<file path="config.mk">
export PLATFORM = sky130hd
export DESIGN_NAME = long_addr_move_or_rotate
export DESIGN_NICKNAME = d
export VERILOG_FILES = /design/src/rtl/long_ops_pkg.sv /design/src/rtl/long_result_unit.sv /design/src/rtl/long_addr_move_or_rotate.sv
export SDC_FILE = /design/constraint.sdc
export NUM_CORES = 1
export LEC_CHECK = 0
export BUFFER_PORTS_ARGS = -buffer_cell sky130_fd_sc_hd__buf_2
export CAP_MARGIN = 25
export CORE_ASPECT_RATIO = 1.2
export CORE_UTILIZATION = 53
export DETAILED_ROUTE_END_ITERATION = 10
export PLACE_DENSITY_LB_ADDON = 0.05
export SYNTH_ARGS = -nofsm -noshare
export SYNTH_HDL_FRONTEND = slang
export SYNTH_HIERARCHICAL = 1
export SYNTH_SLANG_ARGS = --single-unit
export TNS_END_PERCENT = 50
</file>
<file path="constraint.sdc">
create_clock -name i_mclk -period 2.8 [get_ports i_mclk]
set_input_delay 0.14 -clock i_mclk [delete_from_list [all_inputs] [get_ports i_mclk]]
set_output_delay 0.14 -clock i_mclk [all_outputs]
set_load 0.02 [all_outputs]
</file>
<file path="src/rtl/long_ops_pkg.sv">
// Constants for the long-addressed move, OR and rotate datapath.
// Assumes a single core clock and an active-low asynchronous core reset.
package long_ops_pkg;
    // ==========================================================
    // Widths, reset values and bit positions
    localparam int DATA_W = 8;
    localparam int ADDR_W = 16;
    localparam logic [7:0] WORKING_RESET = 8'h00;
    localparam logic ZERO_RESET = 1'b0;
    localparam logic LINK_RESET = 1'b0;
    localparam int TOP_BIT = 7;
    localparam int BOTTOM_BIT = 0;

    // ==========================================================
    // Operation codes
    typedef enum logic [3:0] {
        OP_COPY_TO_WORKING = 4'h0,
        OP_COPY_TO_MEMORY = 4'h1,
        OP_OR_TO_WORKING = 4'h2,
        OP_OR_TO_MEMORY = 4'h3,
        OP_ROL_PLAIN = 4'h4,
        OP_ROL_PLAIN_TO_WORKING = 4'h5,
        OP_ROL_LINK = 4'h6,
        OP_ROL_LINK_TO_WORKING = 4'h7,
        OP_ROR_PLAIN = 4'h8,
        OP_ROR_PLAIN_TO_WORKING = 4'h9,
        OP_ROR_LINK = 4'ha
    } long_op_t;
endpackage

</file>
<file path="src/rtl/long_result_unit.sv">
// Combinational result unit: computes the byte and flag results of one op.
// Assumes operands are stable for the cycle in which the op is issued.
`timescale 1ns/1ns
module long_result_unit
    import long_ops_pkg::*;
(
    input wire long_op_t i_op,           // Operation code
    input wire logic [7:0] i_working,    // Current working register
    input wire logic [7:0] i_mem,        // Addressed memory byte
    input wire logic i_link,             // Current link (carry) flag
    output logic [7:0] o_result,         // Byte result
    output logic o_link_new,             // Link value when link is written
    output logic o_writes_working,       // Result goes to working register
    output logic o_writes_memory,        // Result goes to memory
    output logic o_writes_zero,          // Zero flag is updated
    output logic o_writes_link           // Link flag is updated
);
    // ==========================================================
    // Shared operand forms
    wire [7:0] or_val = i_working | i_mem;
    wire [7:0] rol_plain = {i_mem[6:0], i_mem[TOP_BIT]};
    wire [7:0] rol_link = {i_mem[6:0], i_link};
    wire [7:0] ror_plain = {i_mem[BOTTOM_BIT], i_mem[7:1]};
    wire [7:0] ror_link = {i_link, i_mem[7:1]};

    // Selection of result and destinations by op
    always_comb begin
        o_result = 8'h00;
        o_link_new = i_link;
        o_writes_working = 1'b0;
        o_writes_memory = 1'b0;
        o_writes_zero = 1'b0;
        o_writes_link = 1'b0;
        case (i_op)
            OP_COPY_TO_WORKING: begin
                o_result = i_mem;
                o_writes_working = 1'b1;
            end
            OP_COPY_TO_MEMORY: begin
                o_result = i_working;
                o_writes_memory = 1'b1;
            end
            OP_OR_TO_WORKING: begin
                o_result = or_val;
                o_writes_working = 1'b1;
                o_writes_zero = 1'b1;
            end
            OP_OR_TO_MEMORY: begin
                o_result = or_val;
                o_writes_memory = 1'b1;
                o_writes_zero = 1'b1;
            end
            OP_ROL_PLAIN: begin
                o_result = rol_plain;
                o_writes_memory = 1'b1;
            end
            OP_ROL_PLAIN_TO_WORKING: begin
                o_result = rol_plain;
                o_writes_working = 1'b1;
            end
            OP_ROL_LINK: begin
                o_result = rol_link;
                o_link_new = i_mem[TOP_BIT];
                o_writes_memory = 1'b1;
                o_writes_link = 1'b1;
            end
            OP_ROL_LINK_TO_WORKING: begin
                o_result = rol_link;
                o_link_new = i_mem[TOP_BIT];
                o_writes_working = 1'b1;
                o_writes_link = 1'b1;
            end
            OP_ROR_PLAIN: begin
                o_result = ror_plain;
                o_writes_memory = 1'b1;
            end
            OP_ROR_PLAIN_TO_WORKING: begin
                o_result = ror_plain;
                o_writes_working = 1'b1;
            end
            OP_ROR_LINK: begin
                o_result = ror_link;
                o_link_new = i_mem[BOTTOM_BIT];
                o_writes_memory = 1'b1;
                o_writes_link = 1'b1;
            end
            default: begin
                o_result = 8'h00; // Unknown codes do nothing
            end
        endcase
    end
endmodule

</file>
<file path="src/rtl/long_addr_move_or_rotate.sv">
// Execution datapath for long-addressed move, OR and rotate operations.
// Assumes the core supplies the addressed memory byte in the issue cycle and
// accepts a one-cycle write strobe with address and data from flip-flops.
`timescale 1ns/1ns
module long_addr_move_or_rotate
    import long_ops_pkg::*;
(
    input wire logic i_mclk,                 // Core clock, 20 MHz
    input wire logic i_rst_n,                // Async reset, active low
    input wire logic i_valid,                // Issue strobe, one op per cycle
    input wire long_op_t i_op,               // Operation code
    input wire logic [ADDR_W-1:0] i_addr,    // Data memory address of operand
    input wire logic [7:0] i_mem_rdata,      // Addressed memory byte
    output logic o_mem_we,                   // Memory write strobe, one cycle
    output logic [ADDR_W-1:0] o_mem_addr,    // Memory write address
    output logic [7:0] o_mem_wdata,          // Memory write data
    output logic [7:0] o_working,            // Working register
    output logic o_zero,                     // Zero flag
    output logic o_link                      // Link (carry) flag
);
    // ==========================================================
    // Result computation
    logic [7:0] result;
    logic link_new;
    logic wr_working;
    logic wr_memory;
    logic wr_zero;
    logic wr_link;

    long_result_unit u_result (
        .i_op(i_op),
        .i_working(o_working),
        .i_mem(i_mem_rdata),
        .i_link(o_link),
        .o_result(result),
        .o_link_new(link_new),
        .o_writes_working(wr_working),
        .o_writes_memory(wr_memory),
        .o_writes_zero(wr_zero),
        .o_writes_link(wr_link)
    );

    // ==========================================================
    // Qualified update enables
    wire do_working = i_valid & wr_working;
    wire do_memory = i_valid & wr_memory;
    wire do_zero = i_valid & wr_zero;
    wire do_link = i_valid & wr_link;
    wire zero_val = (result == 8'h00);

    // Working register; memory writes take effect in the core's memory next cycle
    always_ff @(posedge i_mclk or negedge i_rst_n) begin
        if (!i_rst_n) begin
            o_working <= WORKING_RESET;
        end else if (do_working) begin
            o_working <= result;
        end
    end

    // Flags hold unless the op names them, so unlisted flags are untouched
    always_ff @(posedge i_mclk or negedge i_rst_n) begin
        if (!i_rst_n) begin
            o_zero <= ZERO_RESET;
            o_link <= LINK_RESET;
        end else begin
            if (do_zero) begin
                o_zero <= zero_val;
            end
            if (do_link) begin
                o_link <= link_new;
            end
        end
    end

    // Registered write port; strobe lasts exactly one cycle per op
    always_ff @(posedge i_mclk or negedge i_rst_n) begin
        if (!i_rst_n) begin
            o_mem_we <= 1'b0;
            o_mem_addr <= '0;
            o_mem_wdata <= 8'h00;
        end else begin
            o_mem_we <= do_memory;
            if (do_memory) begin
                o_mem_addr <= i_addr;
                o_mem_wdata <= result;
            end
        end
    end

    // ==========================================================
    // Checks
    // Op groups come straight from the codes, so the checks do not lean on the result unit
    wire op_is_or = (i_op == OP_OR_TO_WORKING) || (i_op == OP_OR_TO_MEMORY);
    wire op_is_link = (i_op == OP_ROL_LINK) || (i_op == OP_ROL_LINK_TO_WORKING) || (i_op == OP_ROR_LINK);
    wire op_to_memory = (i_op == OP_COPY_TO_MEMORY) || (i_op == OP_OR_TO_MEMORY) || (i_op == OP_ROL_PLAIN)
        || (i_op == OP_ROL_LINK) || (i_op == OP_ROR_PLAIN) || (i_op == OP_ROR_LINK);
    wire op_to_working = (i_op == OP_COPY_TO_WORKING) || (i_op == OP_OR_TO_WORKING)
        || (i_op == OP_ROL_PLAIN_TO_WORKING) || (i_op == OP_ROL_LINK_TO_WORKING)
        || (i_op == OP_ROR_PLAIN_TO_WORKING);
    wire op_known = op_to_memory | op_to_working;
    wire op_rotate_left_link = (i_op == OP_ROL_LINK) || (i_op == OP_ROL_LINK_TO_WORKING);
    wire op_plain_rotate = (i_op == OP_ROL_PLAIN) || (i_op == OP_ROL_PLAIN_TO_WORKING) || (i_op == OP_ROR_PLAIN)
        || (i_op == OP_ROR_PLAIN_TO_WORKING);
    wire op_copy = (i_op == OP_COPY_TO_WORKING) || (i_op == OP_COPY_TO_MEMORY);
endmodule

</file>
==> metrics.txt <==
RSZ-0062 raised after global routing no; CTS Sinks 35; vias in the first global route around 1400; pin count of the biggest net entering global routing 36; Worst EP arrival around 2.1 ns; Fin. Hold Viols 0; Post-Layout Cell Count 242; Total Wirelength 4012 µm; Detailed Routing Iterations Pass 1 4; count leader, synth dfrtp_1; R2R depth 5; final setup fails 0; top cell type's share of synthesized area around 46%; fmax ~0.54 GHz; DP Area 2188 µm²; # DRC 0; crit path time final approximately 1.9 ns; kind of critical path register to register; Die X 56.51 µm; Die Y 67.41 µm; Final Max Tran Viols 0; Synth area leaders dfrtp_1, mux2_4, mux2_2; starting density of the core between 50% and 60%; CTS buffer count 5; layout cells sized above 1 55.61%; clock tree buffer depth 2; P_leak between 1 and 1.5 nW; fin crit share around 66%; synthesized area 1889 µm²; CP max FO 4; GP Congestion between 0.8 and 0.9; Crit. End Element register; Clock Latency Late Sink 0.28 ns; synth unique cells 36; Post-synth top cells dfrtp_1, mux2_4, mux2_2; Slew HR around half; Clk pin slew, worst setup/hold paths 0.07 ns; Primary FF master, synth dfrtp_1; Synth-to-Final Area Change 20.99%; Post-Layout Inst Area 2286 µm²; routed len/inst 16.58 µm; I/O Pins between 60 and 70; cell taking the most area after synthesis dfrtp_1; row cnt 23; HP Class input port to register; NumNets Final ~240; Power Total 1.605 mW; Reg2Reg Setup Slack 0.95 ns; CP required 3.03 ns; first-pass GRT wire length 6534 µm; Post-Synthesis Net Count 172; area of the core ~3400 µm²; die area 3809 µm²; Worst VDD drop 0.4912 mV; PwrDens ~700 nW/µm²; GRT Total Usage between 20% and 30%; EDFF count, synth 0; # diodes 0; CTS Root Buffer Type clkbuf_8; Overflow after GRT 0; post-route ant nets 0; CTS tree yes; Seq/Total Area, Yosys 46.36%; initial antenna violation count 0; async set-reset flop share out of synthesis between 90% and 100%; DP Wirelength 2907 µm; crit start category register; H-tree lvl count 2; Clock Skews 0.006221 ns; maxcap violations 0; worst hold path depth 2; register bit count reported by yosys 35; cell count after placement 234; Worst Tran Pin Value 0.7612 ns; yosys warns 6; setup tns final 0 ns; syn_area_per_cell 13.40 µm²; Vias 1390; Post-Synthesis Cells 141; input/output buffers 65; vias per std cell roughly 5.7; Fin Hold WS roughly 0.081 ns; CTS resizes 0; drt first-iter violations 38; run status finished, final reports clean
sequential cells by signal, summed over array words and instances, names as in the netlist:
| register | cells |
|---|---|
| o_mem_wdata | 8 |
| o_link | 1 |
| o_zero | 1 |
| o_mem_addr | 16 |
| o_working | 8 |
| o_mem_we | 1 |
metal layers:
layer | global-route usage (%) | up-vias | wire length (µm)
li1 | - | 651 | -
met1 | 27.08 | 674 | 1673
met2 | 39.41 | 56 | 2009
met3 | 5.364 | 9 | 246
met4 | 10.98 | 0 | 82
met5 | 0 | - | 0
per-stage QoR:
step | setup slack, ns | utilization, %
after floorplan | 1.073 | -
after global placement | 0.8097 | 64.99
after detailed placement | 0.8103 | 64.99
after CTS | 0.9403 | 67.89
after global routing | 0.8622 | 67.89
final | 0.9484 | 67.89
critical path, stage by stage (launching register included):
cell	delay, ns
dfrtp_1	0.41
mux2_4	0.26
o221a_1	0.23
a221o_1	0.31
nor4_1	0.37
a41o_1	0.22
final timing paths:
| path | startpoint | end |
|---|---|---|
| worst max register to register | o_working[5] | o_zero |
| worst min-delay path | i_addr[13] | o_mem_addr[13] |
| max in group asynchronous | i_rst_n | o_working[1] |
| min in group asynchronous | i_rst_n | o_mem_addr[12] |
| worst max-delay path | o_working[5] | o_zero |
| worst min register to register | o_mem_wdata[5] | o_mem_wdata[5] |
layout make-up:
cell class | instances | area, µm²
fill | 276 | 1081
clock inverter | 1 | 5.005
inverter | 4 | 15.01
multi-input combinational | 93 | 925.9
sequential | 35 | 875.8
timing repair buffer | 66 | 335.3
tap | 37 | 46.29
clock buffer | 6 | 82.58
report_power, final:
part | total [mW] | internal, mW | switching [mW]
clock | 0.366 | 0.193 | 0.173
combinational | 0.552 | 0.255 | 0.296
sequential | 0.687 | 0.613 | 0.0738
total | 1.60 | 1.06 | 0.543
cell families (layout without fill, tap and decap cells):
family | Yosys count | count (layout) | share of synthesized area (%)
compound gates | 30 | 30 | 13.78
buf+inv | 13 | 77 | 4.636
simple gates | 21 | 21 | 6.226
xor+xnor | 1 | 1 | 0.4637
mux | 41 | 41 | 28.54
flops | 35 | 35 | 46.36
placed cells by master, fill, tap and decap left out, types with 2 or more instances in the layout:
cell type and instances:
a2111oi_2 2, nor2b_1 6, a21o_1 3, nor4_1 2
o221a_1 3, a221o_1 3, nor3_1 4, o22ai_1 2
dfrtp_1 35, o21ai_0 2, nor2_1 3, buf_2 65
nand2_1 3, mux2_4 22, inv_1 4, a21oi_1 3
clkbuf_8 6, mux2_2 15, mux2i_1 4
what timing repair did:
action | 4_1_cts | 5_1_grt
hold buffers | 1 | 0
buffers inserted | 0 | 0
endpoints found under the hold margin | 35 | 0
No activity file was read; power rests on OpenSTA's default activity.
